<file path="src/verilog/address_controller_pkg.sv">
// Purpose: constants shared by the shared RAM address controller
// Assumes: clk is the oscillator output, 25 MHz (40 ns)
// Notes:   control register bit positions, decode values, timing counts
package address_controller_pkg;

	// clock and timing
	localparam int          CLK_PERIOD_NS  = 40;
	localparam int          HS_LONG_NS     = 8000;
	localparam int          HS_LONG_CYC    = (HS_LONG_NS + CLK_PERIOD_NS - 1) / CLK_PERIOD_NS;
	localparam logic [7:0]  HS_LONG_CNT    = 8'(HS_LONG_CYC);
	localparam logic [3:0]  EXT_RESET_CNT  = 4'h8;
	localparam logic [5:0]  VSTOP_MAX_CNT  = 6'h20;
	localparam logic [3:0]  REFRESH_BURST  = 4'h8;

	// video timing window on the reference counter
	localparam logic [3:0]  WIN_TA         = 4'h6;
	localparam logic [3:0]  WIN_TB         = 4'h8;
	localparam logic [3:0]  WIN_TC         = 4'ha;

	// control register bit positions
	localparam int          CB_V0          = 0;
	localparam int          CB_V2          = 2;
	localparam int          CB_F0          = 3;
	localparam int          CB_F6          = 9;
	localparam int          CB_PAGE        = 10;
	localparam int          CB_R0          = 11;
	localparam int          CB_R1          = 12;
	localparam int          CB_M0          = 13;
	localparam int          CB_M1          = 14;
	localparam int          CB_TY          = 15;
	localparam logic [15:0] CTRL_RESET     = 16'h0000;

	// address decode
	localparam logic [10:0] CTRL_RANGE     = 11'h7fe;
	localparam logic [7:0]  IO_PAGE        = 8'hff;
	localparam logic [2:0]  VIDEO_MODE_ALL = 3'h7;

	// block select values
	localparam logic [2:0]  BS_RAM         = 3'h0;
	localparam logic [2:0]  BS_ROM0        = 3'h1;
	localparam logic [2:0]  BS_ROM1        = 3'h2;
	localparam logic [2:0]  BS_CART        = 3'h3;
	localparam logic [2:0]  BS_IO0         = 3'h4;
	localparam logic [2:0]  BS_IO1         = 3'h5;
	localparam logic [2:0]  BS_IO2         = 3'h6;
	localparam logic [2:0]  BS_CTRL        = 3'h7;

	// video clock alignment state
	typedef enum logic {VS_RUN = 1'b0, VS_WAIT = 1'b1} vsync_e;

	// division factor ahead of display counter bit 4
	function automatic logic [3:0] div_x(input logic [2:0] mode);
		case (mode)
			3'h1:    div_x = 4'h3;
			3'h3:    div_x = 4'h2;
			default: div_x = 4'h1;
		endcase
	endfunction

	// division factor ahead of display counter bit 5
	function automatic logic [3:0] div_y(input logic [2:0] mode);
		case (mode)
			3'h0:    div_y = 4'hc;
			3'h2:    div_y = 4'h3;
			3'h4:    div_y = 4'h2;
			default: div_y = 4'h1;
		endcase
	endfunction

endpackage

</file>
<file path="src/verilog/shared_ram_address_controller.sv">
// Purpose: timing and address core of a shared dynamic RAM controller
// Assumes: clk is the oscillator output; pins pass three-flop synchronisers
// Notes:   processor half of each cycle follows the video/refresh half
//
// Functional notes
// - three-bit block select names address range
// - block select is a pure decode
// - map type picks ROM map or RAM map
// - register strobe: range, write, enable clock
// - any reset clears all sixteen bits
// - odd address write sets one bit
// - even address write clears; data ignored
// - A4-A1 pick bit, A0 picks value
// - video mode sets division and cleared bits
// - bank strobe chosen from address
// - long sync low extends refresh burst
// - video clock pin low resets register
// - strobes and clocks run during partial reset
// - video clock stop bounded, then resumes
// - data address edge checked against window
// - restart at window centre after error
// - two rate bits give three modes
// - address dependent mode picks slow ranges
// - fast mode denies video RAM access
// - preload loads offset, clears low bits
// - sync fall starts eight refresh addresses
// - map 0 substitutes page bit for A15
module shared_ram_address_controller
	import address_controller_pkg::*;
(
	// clock and complete reset
	input  wire logic        clk,
	input  wire logic        reset,
	// processor side
	input  wire logic [15:0] cpu_addr,
	input  wire logic        cpu_rw,
	output logic      [2:0]  block_select,
	output logic             e_clk,
	output logic             q_clk,
	// video generator side
	input  wire logic        display_addr_lsb,
	input  wire logic        horiz_sync_in,
	input  wire logic        video_clock_pin_i,
	output logic             video_clock_pin_o,
	output logic             video_clock_pin_oe,
	// dynamic RAM side
	output logic      [6:0]  ram_addr,
	output logic             ram_addr_bit7,
	output logic             row_strobe_bank0_n,
	output logic             col_strobe_n,
	output logic             write_enable_n
);

	localparam logic [2:0] SYNC_INIT = 3'b101;

	logic [2:0]  s1_q, s2_q, s3_q, pin_q;
	logic [15:0] ctrl_q;
	logic [3:0]  low_cnt_q, phase_q, vref_q, ref_left_q, xcnt_q, ycnt_q;
	logic        cycle_div8_q, e_q, q_q, row_strobe_bank0_n_q, pin7_q, cas_n_q, we_n_q;
	logic [7:0]  ram_addr_q, hs_low_q;
	logic [6:0]  refresh_q;
	logic [15:1] disp_q;
	logic [1:0]  vdiv_q;
	logic        video_clock_pin_q;
	logic [5:0]  stop_cnt_q;
	vsync_e      vsync_q;

	// pin synchronisers: a change counts once the second and third flops agree
	wire [2:0] pin_in = {video_clock_pin_i, display_addr_lsb, horiz_sync_in};
	wire [2:0] agree  = ~(s2_q ^ s3_q);
	genvar gi;
	generate
		for (gi = 0; gi < 3; gi++)
		begin : g_sync
			always_ff @(posedge clk or posedge reset)
			begin
				if (reset)
				begin
					s1_q[gi]  <= SYNC_INIT[gi];
					s2_q[gi]  <= SYNC_INIT[gi];
					s3_q[gi]  <= SYNC_INIT[gi];
					pin_q[gi] <= SYNC_INIT[gi];
				end
				else
				begin
					s1_q[gi]  <= pin_in[gi];
					s2_q[gi]  <= s1_q[gi];
					s3_q[gi]  <= s2_q[gi];
					pin_q[gi] <= agree[gi] ? s3_q[gi] : pin_q[gi];
				end
			end
		end
	endgenerate

	// qualified edges of the synchronised pins
	wire vpin_s  = pin_q[2];
	wire da_s    = pin_q[1];
	wire hs_s    = pin_q[0];
	wire da_rise = agree[1] & s3_q[1] & ~da_s;
	wire da_fall = agree[1] & ~s3_q[1] & da_s;
	wire hs_rise = agree[0] & s3_q[0] & ~hs_s;
	wire hs_fall = agree[0] & ~s3_q[0] & hs_s;

	// control register fields
	wire [2:0] video_mode     = ctrl_q[CB_V2:CB_V0];
	wire [6:0] display_offset = ctrl_q[CB_F6:CB_F0];
	wire       page_bit       = ctrl_q[CB_PAGE];
	wire       rate_high      = ctrl_q[CB_R1];
	wire       rate_low       = ctrl_q[CB_R0];
	wire       mem_size_low   = ctrl_q[CB_M0];
	wire       mem_size_high  = ctrl_q[CB_M1];
	wire       map_type_bit   = ctrl_q[CB_TY];

	wire       io_page  = cpu_addr[15:8] == IO_PAGE;
	wire [2:0] io_sel   = (cpu_addr[7:5] == 3'h0) ? BS_IO0 :
	                      (cpu_addr[7:5] == 3'h1) ? BS_IO1 :
	                      (cpu_addr[7:5] == 3'h2) ? BS_IO2 :
	                      (cpu_addr[7:5] == 3'h7) ? BS_ROM1 : BS_CTRL;
	wire [2:0] map0_sel = ~cpu_addr[15] ? BS_RAM :
	                      (cpu_addr[14:13] == 2'h0) ? BS_ROM0 :
	                      (cpu_addr[14:13] == 2'h1) ? BS_ROM1 : BS_CART;
	// pure decode of address and map type
	assign block_select = io_page ? io_sel : (map_type_bit ? BS_RAM : map0_sel);

	// control write strobe: register range, write, enable clock high
	wire       ctrl_sel = cpu_addr[15:5] == CTRL_RANGE;
	wire       ctrl_wr  = ctrl_sel & ~cpu_rw & e_q;
	wire [3:0] ctrl_idx = cpu_addr[4:1];

	// partial reset once the video clock pin sits low eight cycles
	wire part_reset = low_cnt_q == EXT_RESET_CNT;
	always_ff @(posedge clk or posedge reset)
	begin
		if (reset)
			low_cnt_q <= 4'h0;
		else if (vpin_s)
			low_cnt_q <= 4'h0;
		else if (!part_reset)
			low_cnt_q <= low_cnt_q + 4'h1;
	end

	// one bit per write, A0 is the value, data ignored
	always_ff @(posedge clk or posedge reset)
	begin
		if (reset)
			ctrl_q <= CTRL_RESET;
		else if (part_reset)
			ctrl_q <= CTRL_RESET;
		else if (ctrl_wr)
			ctrl_q[ctrl_idx] <= cpu_addr[0];
	end

	wire slow_region = ~cpu_addr[15] | (io_page & (cpu_addr[7:5] == 3'h0));
	wire div16_now   = ~rate_high & (~rate_low | slow_region);
	wire cycle_last  = cycle_div8_q ? (phase_q[2:0] == 3'h7) : (phase_q == 4'hf);

	// machine cycle phases; first half video/refresh, second half processor
	wire in_cpu_half = cycle_div8_q ? phase_q[2] : phase_q[3];
	wire [2:0] sub   = cycle_div8_q ? {1'b0, phase_q[1:0]} : phase_q[2:0];
	wire cas_zone    = cycle_div8_q ? phase_q[1] : phase_q[2];
	wire half_last   = cycle_div8_q ? (phase_q[1:0] == 2'h3) : (phase_q[2:0] == 3'h7);
	wire q_next      = cycle_div8_q ? (phase_q[2] ^ phase_q[1]) : (phase_q[3] ^ phase_q[2]);

	// sequencer free-runs through a partial reset
	always_ff @(posedge clk or posedge reset)
	begin
		if (reset)
		begin
			phase_q      <= 4'h0;
			cycle_div8_q <= 1'b0;
		end
		else if (cycle_last)
		begin
			phase_q      <= 4'h0;
			cycle_div8_q <= ~div16_now;
		end
		else
			phase_q <= phase_q + 4'h1;
	end

	// refresh burst; a long sync low keeps it going
	wire long_low    = ~hs_s & (hs_low_q == HS_LONG_CNT);
	wire refresh_act = (ref_left_q != 4'h0) | long_low;
	wire ref_step    = ~in_cpu_half & refresh_act & half_last;
	always_ff @(posedge clk or posedge reset)
	begin
		if (reset)
		begin
			hs_low_q   <= 8'h0;
			ref_left_q <= 4'h0;
			refresh_q  <= 7'h0;
		end
		else
		begin
			hs_low_q <= hs_s ? 8'h0 : (long_low ? hs_low_q : hs_low_q + 8'h1);
			if (hs_fall)
				ref_left_q <= REFRESH_BURST;
			else if (ref_step && ref_left_q != 4'h0)
				ref_left_q <= ref_left_q - 4'h1;
			if (ref_step)
				refresh_q <= refresh_q + 7'h1;
		end
	end

	// display counter division from the video mode
	wire [3:0] x_val   = div_x(video_mode);
	wire [3:0] y_val   = div_y(video_mode);
	wire lo_carry      = disp_q[3:1] == 3'h7;
	wire x_wrap        = xcnt_q == (x_val - 4'h1);
	wire b4_tick       = da_fall & lo_carry & x_wrap;
	wire y_tick        = b4_tick & disp_q[4];
	wire y_wrap        = ycnt_q == (y_val - 4'h1);
	wire vp_pulse      = hs_rise & da_s;
	wire hr_clear      = ~hs_s & (video_mode != VIDEO_MODE_ALL);

	// display address counter, preload and horizontal clear
	always_ff @(posedge clk or posedge reset)
	begin
		if (reset)
		begin
			disp_q <= 15'h0;
			xcnt_q <= 4'h0;
			ycnt_q <= 4'h0;
		end
		// vertical preload from the offset bits
		else if (vp_pulse)
		begin
			disp_q <= {display_offset, 8'h0};
			xcnt_q <= 4'h0;
			ycnt_q <= 4'h0;
		end
		else
		begin
			if (da_fall)
				disp_q[3:1] <= disp_q[3:1] + 3'h1;
			if (da_fall && lo_carry)
				xcnt_q <= x_wrap ? 4'h0 : xcnt_q + 4'h1;
			if (b4_tick)
				disp_q[4] <= ~disp_q[4];
			if (y_tick)
				ycnt_q <= y_wrap ? 4'h0 : ycnt_q + 4'h1;
			if (y_tick && y_wrap)
				disp_q[15:5] <= disp_q[15:5] + 11'h1;
			// horizontal reset clears three or four low bits
			if (hr_clear)
			begin
				disp_q[3:1] <= 3'h0;
				if (!video_mode[0])
					disp_q[4] <= 1'b0;
			end
		end
	end

	// video slot denied in fast mode; refresh still served
	wire cpu_slot  = in_cpu_half & (block_select == BS_RAM);
	wire vid_slot  = ~in_cpu_half & (refresh_act | ~rate_high);
	wire slot      = cpu_slot | vid_slot;
	wire ras_zone  = slot & (sub != 3'h0);
	// page bit stands in for A15 in map 0
	wire [15:0] cpu_eff = {map_type_bit ? cpu_addr[15] : page_bit, cpu_addr[14:0]};
	wire [15:0] eff     = cpu_slot ? cpu_eff :
	                      (refresh_act ? {9'h0, refresh_q} : {disp_q, da_s});
	wire [7:0]  col_a   = mem_size_high ? eff[15:8] :
	                      (mem_size_low ? {1'b0, eff[13:7]} : {2'h0, eff[11:6]});
	wire [7:0]  mux_a   = (slot & cas_zone) ? col_a : eff[7:0];
	// bank from the address; video and refresh strobe both banks
	wire bank1     = mem_size_low ? eff[14] : eff[12];
	wire row_strobe_bank0_next = ~(ras_zone & (vid_slot | ~bank1));
	wire row_strobe_bank1_next = ~(ras_zone & (vid_slot | bank1));

	// registered memory and processor clock outputs
	always_ff @(posedge clk or posedge reset)
	begin
		if (reset)
		begin
			e_q        <= 1'b0;
			q_q        <= 1'b0;
			row_strobe_bank0_n_q   <= 1'b1;
			pin7_q     <= 1'b1;
			cas_n_q    <= 1'b1;
			we_n_q     <= 1'b1;
			ram_addr_q <= 8'h0;
		end
		else
		begin
			e_q        <= in_cpu_half;
			q_q        <= q_next;
			row_strobe_bank0_n_q   <= row_strobe_bank0_next;
			pin7_q     <= mem_size_high ? mux_a[7] : row_strobe_bank1_next;
			cas_n_q    <= ~(slot & cas_zone);
			we_n_q     <= ~(cpu_slot & ~cpu_rw & cas_zone);
			ram_addr_q <= mux_a;
		end
	end

	// video clock: osc/4 inside window, restart at centre
	wire outside_win = (vref_q < WIN_TA) | (vref_q > WIN_TC);
	always_ff @(posedge clk or posedge reset)
	begin
		if (reset)
		begin
			vref_q     <= 4'h0;
			vdiv_q     <= 2'h0;
			video_clock_pin_q     <= 1'b1;
			vsync_q    <= VS_RUN;
			stop_cnt_q <= 6'h0;
		end
		else
		begin
			vref_q <= vref_q + 4'h1;
			case (vsync_q)
				VS_RUN:
				begin
					vdiv_q     <= vdiv_q + 2'h1;
					video_clock_pin_q     <= ~vdiv_q[1];
					stop_cnt_q <= 6'h0;
					if (da_rise && outside_win)
						vsync_q <= VS_WAIT;
				end
				VS_WAIT:
				begin
					video_clock_pin_q     <= 1'b1;
					stop_cnt_q <= stop_cnt_q + 6'h1;
					vdiv_q     <= 2'h0;
					if (vref_q == WIN_TB)
						vsync_q <= VS_RUN;
				end
				default:
					vsync_q <= VS_RUN;
			endcase
		end
	end

	// port drive
	assign e_clk              = e_q;
	assign q_clk              = q_q;
	assign ram_addr           = ram_addr_q[6:0];
	assign ram_addr_bit7      = pin7_q;
	assign row_strobe_bank0_n = row_strobe_bank0_n_q;
	assign col_strobe_n       = cas_n_q;
	assign write_enable_n     = we_n_q;
	assign video_clock_pin_o  = video_clock_pin_q;
	assign video_clock_pin_oe = 1'b1;
endmodule

</file>
<file path="config.mk">
export PLATFORM = sky130hd
export DESIGN_NAME = shared_ram_address_controller
export DESIGN_NICKNAME = d
export VERILOG_FILES = /design/src/verilog/address_controller_pkg.sv /design/src/verilog/shared_ram_address_controller.sv
export SDC_FILE = /design/constraint.sdc
export NUM_CORES = 1
export LEC_CHECK = 0
export ABC_AREA = 0
export BUFFER_PORTS_ARGS = -buffer_cell sky130_fd_sc_hd__buf_2
export CAP_MARGIN = 20
export CORE_MARGIN = 5
export CORE_UTILIZATION = 50
export CTS_BUF_LIST = sky130_fd_sc_hd__clkbuf_4
export CTS_CLUSTER_DIAMETER = 100
export DETAILED_ROUTE_END_ITERATION = 8
export GPL_ROUTABILITY_DRIVEN = 0
export GPL_TIMING_DRIVEN = 0
export HOLD_SLACK_MARGIN = 0.1
export PLACE_DENSITY_LB_ADDON = 0.12
export SLEW_MARGIN = 10
export SYNTH_ARGS = -nofsm -noshare
export SYNTH_HDL_FRONTEND = slang
export SYNTH_SLANG_ARGS = --single-unit
</file>
<file path="constraint.sdc">
create_clock -name clk -period 7.65 [get_ports clk]
set_clock_uncertainty 0.2 [all_clocks]
set_input_delay 0.3825 -clock clk [delete_from_list [all_inputs] [get_ports clk]]
set_output_delay 0.3825 -clock clk [all_outputs]
set_load 0.1 [all_outputs]
</file>
==> results by group, run 1 <==
Yosys
  – Post-synthesis simple-gate area fraction: between 10% and 20%
  – Cell Area, Synth: 5420 sq um
  – Sequential share of the synthesized area: between 40% and 50%
  – Main combinational cell family by area after synthesis: simple AND/OR/NAND/NOR gates
  – Post-Syn Nets: around 600
  – Flops & latches, synth: 100
  – Post-synth top area share: around two fifths
  – Multiplexer area fraction after synthesis: under 10%
  – Cells after Synth: ~560
  – Syn Area/Cell: roughly 9.7 sq um
  – Synthesis Warnings: 0
  – Post-synthesis compound-gate area fraction: about 11%
  – Synth Area in Adders: between 5 and 6%
  – Most frequent cell after synthesis: dfrtp_1
  – Synth Area in XOR/XNOR: under 10%
  – Post-synth cell types: 64
  – Dominant synthesized flop cell: dfrtp_1
  – Async S/R FF share, synth: 100%
  – Post-synth top area cell: dfrtp_1
  – Synth cell count leaders: dfrtp_1, nor2_1, nand2_1
  – Number of synthesized flops with an enable pin: 0
  – Top cells by area, synth: dfrtp_1, dfstp_2, mux2i_1, ha_1, nor2_1

Floorplan
  – Initial Util: between 50% and 60%
  – Die Wd: between 100 and 150 um
  – Die span in y: approximately 110 um
  – Core Region: between 10,000 and 15,000 sq um
  – IO Pins: 40
  – Full die area: between 10,000 and 15,000 sq um
  – # rows: 38

Timing
  – Final hold vios: 0
  – Final period util: ~41%
  – Setup_tns: 0 ns
  – Max Fclk: 320 MHz
  – Worst slew margin: roughly 37%
  – Minimum clock period: around 3.1 ns
  – Worst-Margin Slew: between 0.9 and 1 ns
  – Setup Viol. Count Final: 0
  – RSZ-0062 raised after global routing: false
  – Final Max Slew Viols: 0

Min path
  – HP Class: in -> reg

Clocking
  – Cts repair resizes: 0
  – Clock latency on the worst-skew pair: approximately 0.44 ns
  – Clk sinks: 100
  – Max Root-Sink Buffers: 2
  – CTS buffer count: 9
  – CTS tree: built
  – CTS root buf: clkbuf_4
  – H-tree Lvls: 3
  – Clock-pin slew on the worst setup and hold paths: 0.15 ns
  – Setup Buffers After CTS: 0

Setup path
  – CP max FO: 10
  – Worst Path Required: 7.82 ns
  – CP arrival: between 3 and 4 ns
  – Worst Setup Path Type: reg -> reg
  – Endpoint type of the worst setup path: flop
  – CP startpoint kind: flop

Detailed routing
  – Pre-antenna DRT Iters: 5
  – Vias per cell: roughly 5.4
  – 1st-iter DRT viols: around 250
  – Via count: between 4,000 and 5,000
  – Routed len/inst: 15.3 um
  – Post-Route WL: 11,600 um
  – DRC Markers: 0
  – Antenna viol nets, final: 0

Power
  – Max VDD drop: between 0.0001 and 0.00015 V
  – Leakage: between 2 and 3 nW
  – Cell Pwr Density: 187 nW/um^2
  – Power Total: ~1.1 mW

Layout
  – Layout cells sized above 1: approximately 15%
  – Layout area overhead: 10.9%
  – # fillers: ~980
  – Final #Nets: 658
  – Final std cells w/o fill: between 700 and 800
  – ANT cells: 0

GRT
  – GR Util All Layers: 18.7%
  – Global-route wire length before repair: between 15,000 and 20,000 um
  – Overflow after GRT: 0
  – Antenna violations before repair: 0
  – Vias in the first global route: ~4,000
  – Pin count of the biggest net entering global routing: 64

Status
  – Run status: finished clean

Placement
  – Dpl hpwl: 8350 um
  – DP Cell Count: 735
  – IO buf count: 37

Flow run
  – Max Cap Viol: 0
## through the flow
stage          worst slack, ns  hold slack, ns  instance area, sq um  utilization, %
6_report                  4.53           0.160                  6010            56.0
5_1_grt                   4.20           0.133                  6010            56.0
4_1_cts                   4.52           0.112                  6010            56.0
3_5_place_dp              4.56           0.137                  5810            54.1
3_3_place_gp              3.28           0.133                  5780            53.8
2_1_floorplan             4.11           0.131                  5420               -
## worst paths after layout
path	end	cells after the start	startpoint	slack [ns]
max in group asynchronous	vpin_s	4	reset	6.25
min in group asynchronous	vdiv_q[1]	3	reset	0.30
worst max register to register	disp_q[9]	12	xcnt_q[0]	4.53
worst min-delay path	cycle_div8_q	3	cpu_addr[15]	0.16
worst min register to register	s2_q[1]	0	s1_q[1]	0.17
worst max-delay path	disp_q[9]	12	xcnt_q[0]	4.53
## worst max-delay path: stages (launching register included)
cell and delay, ns:
dfrtp_1 0.47, nand2b_1 0.17, o221ai_1 0.16, o21ai_0 0.14, or3_1 0.35, nor2_1 0.13, ha_1 0.27, nor3b_1 0.21
a32o_1 0.26, buf_2 0.25, nand4_1 0.14, xor2_1 0.16, o21ai_0 0.15
## layout make-up
class	instances	area, sq um	area share, %
well taps	140	175	2.91
inverters	20	77.6	1.29
clock buffers	10	75.1	1.25
clock inverters	6	55.1	0.916
multi-input cells	412	2720	45.3
repair buffers	45	283	4.70
plain buffers	25	108	1.79
flip-flops and latches	100	2520	41.9
## per-layer routing
layer / share of wire, % / track usage, % / routed length [um]
met4: 2.2 / 6.97 / 259
met3: 4.2 / 3.22 / 489
met5: 0 / 0 / 0
met1: 48 / 25.9 / 5520
met2: 46 / 29.4 / 5320
## flip-flops by register name, indices dropped and copies added, names as in the netlist, 2 cells and up
| name | flops |
|---|---|
| ctrl_q | 16 |
| disp_q | 15 |
| hs_low_q | 8 |
| low_cnt_q | 4 |
| phase_q | 4 |
| ram_addr_q | 7 |
| ref_left_q | 4 |
| refresh_q | 7 |
| s1_q | 3 |
| s2_q | 3 |
| s3_q | 3 |
| vdiv_q | 2 |
| vref_q | 4 |
| xcnt_q | 4 |
| ycnt_q | 4 |
## cells by family (layout without fill, tap and decap cells)
| group | count (synthesis) | count (layout) |
|---|---|---|
| mux | 40 | 40 |
| flops | 100 | 100 |
| simple gates | 213 | 213 |
| fa+ha+maj | 24 | 24 |
| compound gates | 96 | 96 |
| other cells | 1 | 1 |
| xor+xnor | 38 | 38 |
| buf+inv | 45 | 106 |
## power breakdown
| part | total [mW] | internal (mW) | switching (mW) |
|---|---|---|---|
| sequential | 0.609 | 0.574 | 0.0349 |
| clock | 0.278 | 0.101 | 0.177 |
| combinational | 0.240 | 0.0773 | 0.162 |
| total | 1.13 | 0.752 | 0.374 |
## what timing repair did
action / 4_1_cts / 5_1_grt
endpoints found under the setup margin: 0 / 0
hold endpoints to repair: 43 / 0
hold buffers: 7 / 0
## layout by cell type (no fill, tap or decap), types with 2 or more instances in the layout
master / netlist / routed
a211oi_1: 2 / 2
a21oi_1: 29 / 29
a221oi_1: 2 / 2
a22o_1: 3 / 3
a22oi_1: 5 / 5
a31oi_1: 3 / 3
and2_1: 2 / 2
and3_1: 10 / 10
and3b_1: 2 / 2
and4_1: 3 / 3
and4bb_2: 2 / 2
buf_2: 5 / 42
buf_4: 2 / 2
clkbuf_1: 18 / 18
clkbuf_4: 0 / 10
clkinv_1: 0 / 3
dfrtp_1: 87 / 87
dfstp_2: 13 / 13
dlygate4sd3_1: 0 / 7
ha_1: 23 / 23
inv_1: 19 / 18
mux2_2: 9 / 9
mux2i_1: 30 / 30
nand2_1: 58 / 58
nand2b_1: 10 / 10
nand3_1: 22 / 22
nand3b_1: 5 / 5
nand4_1: 8 / 8
nor2_1: 62 / 62
nor2b_1: 3 / 3
nor3_1: 9 / 9
nor3_2: 2 / 2
o21ai_0: 32 / 32
o31ai_1: 3 / 3
o32a_1: 3 / 3
or3_1: 4 / 4
xnor2_1: 13 / 13
xor2_1: 25 / 25
No activity file was read; power rests on OpenSTA's default activity.
==> run 2, diff against run 1 <==
- ABC_AREA: 0 -> 1
- clock period: 7.65 -> 2.86 ns (I/O delays scaled with it)
==> run 2 against run 1 <==
Synthesized cell count grew 29%. First-iteration DRC count grew 10%. Sequential cell count is the same. Cell area grew 8.0%. Combinational power grew to 6.4 times the previous value. Power grew to 3.8 times the previous value. Setup slack lost 4.4 ns. Sequential share of layout area shrank 3.1 points. Via count grew 19%. Wire length grew 11%. Clock power grew to 2.8 times the previous value. Clock-buffer cell count shrank 1. Critical endpoint is now ctrl_q[11]. Largest power group unchanged.
==> results by group, run 2 <==
Layout
  – Area occupied by multi-input gates: between 2000 and 3000 sq um
  – Layout area overhead: 15.7%
  – # fillers: 1,010
  – ANT cells: 0
  – Max reg flops: 16
  – Final #Nets: about 850
  – Reg area: 2520 sq um
  – Biggest register: ctrl_q
  – Layout cells sized above 1: a little over an eighth
  – Final design utilization: between 50% and 60%
  – Most common cell after layout, fill and taps aside: nand2_1
  – Largest registers: ctrl_q x16, disp_q x15, hs_low_q x8
  – Most frequent cells in the layout: nand2_1, inv_1, dfrtp_1, nand3_1, o21ai_0
  – Final instance area: around 6500 sq um

Detailed routing
  – DRC Markers: 0
  – Post-Route WL: about 13,000 um
  – Antenna viol nets, final: 0
  – Vias per cell: ~5.2
  – Via count: 4,900
  – Pre-antenna DRT Iters: 5
  – 1st-iter DRT viols: approximately 280
  – Routed len/inst: 13.7 um

GRT
  – Global-route wire length before repair: between 20,000 and 25,000 um
  – Overflow after GRT: 0
  – Antenna violations before repair: 0
  – Pin count of the biggest net entering global routing: 40
  – Vias in the first global route: 4,801
  – GR Util All Layers: 20.8%

Timing
  – Max Fclk: 362 MHz
  – Setup_tns: 0 ns
  – Final period util: 96.5%
  – RSZ-0062 raised after global routing: false
  – Minimum clock period: approximately 2.8 ns
  – Post-layout worst setup margin: 0.0991 ns
  – Final hold vios: 0
  – Worst-Margin Slew: ~0.65 ns
  – Worst slew margin: a little under three fifths
  – Setup Viol. Count Final: 0
  – Final Max Slew Viols: 0

Setup path
  – Worst Path Required: just over 3 ns
  – CP max stage cell: dlygate4sd3_1
  – Largest stage delay on the critical path: 0.62 ns
  – Worst path cell trace: dlygate4sd3_1 -> buf_2 -> nand3_1 -> dlygate4sd3_1 -> nor4_2 -> dlygate4sd3_1 -> buf_2 -> nand2_1 -> o21ai_0 -> inv_1
  – Endpoint type of the worst setup path: flop
  – CP max FO: 10
  – Worst Setup Path Type: in -> reg
  – Cell mode on critical path: dlygate4sd3_1
  – CP arrival: between 2 and 3 ns
  – CP startpoint kind: input pin

Floorplan
  – Initial Util: between 50 and 60%
  – IO Pins: 40
  – # rows: 38
  – Die span in y: 116 um
  – Full die area: around 13,000 sq um
  – Die Wd: about 120 um
  – Core Region: approximately 11,000 sq um

Yosys
  – Async S/R FF share, synth: 100%
  – Dominant synthesized flop cell: dfrtp_1
  – Number of synthesized flops with an enable pin: 0
  – Synthesis Warnings: 0
  – Flops & latches, synth: 100
  – Cell Area, Synth: approximately 5600 sq um
  – Syn Area/Cell: 7.84 sq um
  – Cells after Synth: 716
  – Post-synth top area share: 38.8%
  – Most frequent cell after synthesis: nand2_1
  – Post-synth top area cell: dfrtp_1
  – Post-synth cell types: 42
  – Post-Syn Nets: 761
  – Top cells by area, synth: dfrtp_1, nand2_1, nand3_1, o21ai_0, inv_1
  – Synth cell count leaders: nand2_1, inv_1, dfrtp_1
  – Sequential share of the synthesized area: roughly 45%

Clocking
  – Clock-pin slew on the worst setup and hold paths: 0.18 ns
  – H-tree Lvls: 3
  – Clk sinks: 100
  – Max Root-Sink Buffers: 2
  – Clock latency on the worst-skew pair: approximately 0.49 ns
  – CTS tree: built
  – Cts repair resizes: 0
  – Hold_buf cts: 33
  – Setup Buffers After CTS: 0
  – CTS root buf: clkbuf_4
  – CTS buffer count: 9

Flow run
  – Max Cap Viol: 0

Power
  – Power Total: roughly 4.2 mW
  – Max VDD drop: 0.000485 V
  – Cell Pwr Density: around 650 nW/um^2
  – Leakage: about 3.2 nW

Placement
  – DP Area: around 6000 sq um
  – Pre-CTS setup slack: 0.424 ns
  – IO buf count: 38
  – Dpl hpwl: approximately 9700 um

Min path
  – HP Class: reg -> reg

Status
  – Run status: finished clean
[run 2: cell types whose count changed after synthesis, moves of 8 or more]
cell and delta:
nand2_1 +108, inv_1 +76, nand3_1 +55, o21ai_0 +41
mux2i_1 -30, a21oi_1 -17, clkbuf_1 -13, nand2b_1 -10
and3_1 -9, nor2_1 +9, mux2_2 -8, xnor2_1 -8
[run 2: logic make-up (layout without fill, tap and decap cells)]
family	after synthesis	count (layout)	synth area share, %
adder cells (fa/ha/maj)	24	24	5.31
AO/OA/AOI/OAI	100	100	9.79
AND/OR/NAND/NOR	352	352	27.8
flip-flops	100	100	44.9
multiplexers	1	1	0.201
other	1	1	0.0668
XOR/XNOR	25	25	3.90
buffers and inverters	113	202	8.09
[run 2: final cells by class]
type | count | share of cell area [%]
plain buffers | 13 | 1.18
clock buffers | 9 | 1.04
clock inverters | 7 | 1.14
inverters | 100 | 5.88
multi-input cells | 503 | 40.6
flip-flops and latches | 100 | 38.8
well taps | 140 | 2.70
repair buffers | 73 | 8.63
[run 2: per-layer routing]
| metal | vias up | global-route usage, % | routed length (um) |
|---|---|---|---|
| met2 | 144 | 33.7 | 5960 |
| li1 | 2458 | - | - |
| met5 | - | 0 | 0 |
| met1 | 2263 | 26.7 | 5870 |
| met4 | 0 | 8.74 | 426 |
| met3 | 35 | 4.91 | 651 |
[run 2: stage by stage]
step                hold WS (ns)  cells
detailed placement        0.0492    896
CTS                        0.162    945
finish                     0.151    945
global placement          0.0476    894
global route               0.179    945
floorplan                -0.0525    716
[run 2: final timing paths]
kind,from,to,slack (ns),depth (start not counted)
max in group asynchronous,reset,s1_q[2],1.13,5
min in group asynchronous,reset,refresh_q[6],0.64,4
hold reg to reg,s2_q[2],s3_q[2],0.15,0
setup / recovery,cpu_addr[10],ctrl_q[11],0.1,10
hold / removal,s2_q[2],s3_q[2],0.15,0
setup reg to reg,hs_low_q[0],ram_addr_q[4],0.39,12
[run 2: power breakdown]
| group | switching, mW | internal [mW] | total [mW] |
|---|---|---|---|
| sequential | 0.204 | 1.71 | 1.92 |
| combinational | 1.09 | 0.445 | 1.54 |
| clock | 0.506 | 0.271 | 0.777 |
[run 2: worst max-delay path: cells and delay by family]
| kind | cells | cell delay (ns) |
|---|---|---|
| simple gates | 3 | 0.51 |
| buf+inv | 6 | 2.12 |
| compound gates | 1 | 0.16 |
==> run 3, diff against run 2 <==
- BUFFER_PORTS_ARGS: -buffer_cell sky130_fd_sc_hd__buf_2 -> -buffer_cell sky130_fd_sc_hd__clkbuf_2
==> run 3 against run 2 <==
Sequential cell count is the same. Die area did not move. Combinational power hardly changed. Sequential share of layout area hardly changed. Maximum frequency down 0.31%. Cell area is essentially flat. Critical path depth decreased by 1. First-iteration DRC count rose by 18%. Register-to-register slack got worse by 0.24 ns. Critical path type unchanged. Largest power group unchanged.
==> results by group, run 3 (synthesized netlist as in run 2, its figures left out) <==
Setup path
  – Worst Path Required: about 3 ns
  – R2R Setup Slk: 0.15 ns
  – Worst Setup Path Type: in -> reg
  – CP startpoint kind: input pin
  – Reg2reg path depth: 13
  – Reg2reg end: ram_addr_q[1]
  – CP max FO: 6
  – Crit. Startpoint: cpu_addr[10]
  – CP arrival: between 2 and 3 ns
  – Worst r2r src: hs_low_q[0]
  – Endpoint type of the worst setup path: flop
  – Critical path endpoint: ctrl_q[13]

Layout
  – Largest registers: ctrl_q x16, disp_q x15, hs_low_q x8
  – ANT cells: 0
  – Layout cells sized above 1: a little over an eighth
  – Most frequent cells in the layout: nand2_1, inv_1, dfrtp_1, nand3_1, o21ai_0
  – Final #Nets: approximately 850
  – Layout area overhead: 15.6%
  – Most common cell after layout, fill and taps aside: nand2_1
  – Biggest register: ctrl_q
  – Final design utilization: around three fifths
  – Final std cells w/o fill: roughly 950
  – Max reg flops: 16

Timing
  – RSZ-0062 raised after global routing: false
  – Worst slew margin: 63.3%
  – Final hold vios: 0
  – Worst-Margin Slew: approximately 0.55 ns
  – Final period util: a little under 100%
  – Final Max Slew Viols: 0
  – Max Fclk: ~360 MHz
  – Setup Viol. Count Final: 0
  – Minimum clock period: 2.77 ns
  – Setup_tns: 0 ns

Clocking
  – Max Root-Sink Buffers: 2
  – H-tree Lvls: 3
  – Clk sinks: 100
  – CTS tree: built
  – CTS buffer count: 9
  – Clock-pin slew on the worst setup and hold paths: approximately 0.16 ns
  – CTS root buf: clkbuf_4
  – Clock latency on the worst-skew pair: about 0.47 ns
  – Setup Buffers After CTS: 0

GRT
  – Overflow after GRT: 0
  – Pin count of the biggest net entering global routing: 37
  – Global-route wire length before repair: 21,700 um
  – GR Util All Layers: between 20% and 30%
  – Vias in the first global route: about 4,800
  – Antenna violations before repair: 0

Power
  – Register share of total power: a little under half
  – Gate power share: a little under two fifths
  – Clock power share: between 10% and 20%
  – P_sw: ~1.8 mW
  – Max VDD drop: ~0.00046 V
  – Leakage: ~3.2 nW
  – Switching Share: between 40 and 50%
  – Power Internal: roughly 2.4 mW
  – Cell Pwr Density: around 640 nW/um^2

Min path
  – Hold_sp: s1_q[0]
  – HP Class: reg -> reg
  – Worst hold stages: 0

Floorplan
  – IO Pins: 40
  – Full die area: between 10,000 and 15,000 sq um
  – Die Wd: around 120 um
  – Initial Util: between 50% and 60%
  – Die span in y: 116 um
  – # rows: 38
  – Core Region: roughly 11,000 sq um

Detailed routing
  – Pre-antenna DRT Iters: 5
  – Post-Route WL: around 13,000 um
  – Vias per cell: roughly 5.2
  – Antenna viol nets, final: 0
  – 1st-iter DRT viols: 327
  – Via count: ~5,000
  – DRC Markers: 0
  – Routed len/inst: approximately 14 um

Flow run
  – Max Cap Viol: 0

Placement
  – IO buf count: 38
  – DP Cell Count: roughly 900
  – Dpl hpwl: 9710 um

Status
  – Run status: finished clean
## run 3: worst min path at each step
stage	end	slack, ns
floorplan	s1_q[0]	-0.05
global placement	s1_q[0]	0.03
detailed placement	hs_low_q[3]	-0.09
CTS	s2_q[0]	0.17
global route	s2_q[0]	0.17
finish	s2_q[0]	0.17
## run 3: critical path, stage by stage
cell           delay (ns)
dlygate4sd3_1        0.54
clkbuf_2             0.13
nand3_1              0.07
dlygate4sd3_1        0.57
nor4_2               0.39
dlygate4sd3_1        0.75
nand2_1              0.10
o21ai_0              0.20
inv_1                0.07
## run 3: metal layers
metal	up-vias	global-route usage [%]	part of all wire [%]
met2	130	31.9	46
met4	0	8.43	2.3
met1	2272	27.3	47
li1	2464	-	-
met5	-	0	0
met3	24	5.33	4.9
## run 3: layout make-up
class / count / area, sq um
flip-flops and latches: 100 / 2520
clock inverters: 5 / 27.5
repair buffers: 74 / 581
fillers: 997 / 4450
well taps: 140 / 175
inverters: 100 / 382
clock buffers: 11 / 82.6
plain buffers: 13 / 78.8
multi-input cells: 503 / 2640
## run 3: stage by stage
stage	worst slack [ns]	total power [mW]	hold WS, ns	cell area [sq um]
2_1_floorplan	0.573	3.09	-0.0525	5620
3_3_place_gp	0.439	3.39	0.0302	5980
3_5_place_dp	0.412	3.45	-0.0945	6040
4_1_cts	0.0884	4.16	0.168	6480
5_1_grt	0.00275	4.44	0.170	6490
6_report	0.0903	4.13	0.167	6490
## run 3: what timing repair did
action / CTS / global route
hold endpoints to repair: 131 / 0
gates resized for setup: 0 / 2
hold buffers: 33 / 0
endpoints found under the setup margin: 0 / 1
## run 3: power by group through the flow
stage                     clock, mW  combinational, mW  sequential, mW
final                         0.661               1.54            1.92
after CTS                     0.701               1.54            1.92
after floorplan                   0              0.863            2.23
after global placement            0               1.46            1.94
after detailed placement          0               1.50            1.95
after global routing          0.752               1.72            1.96
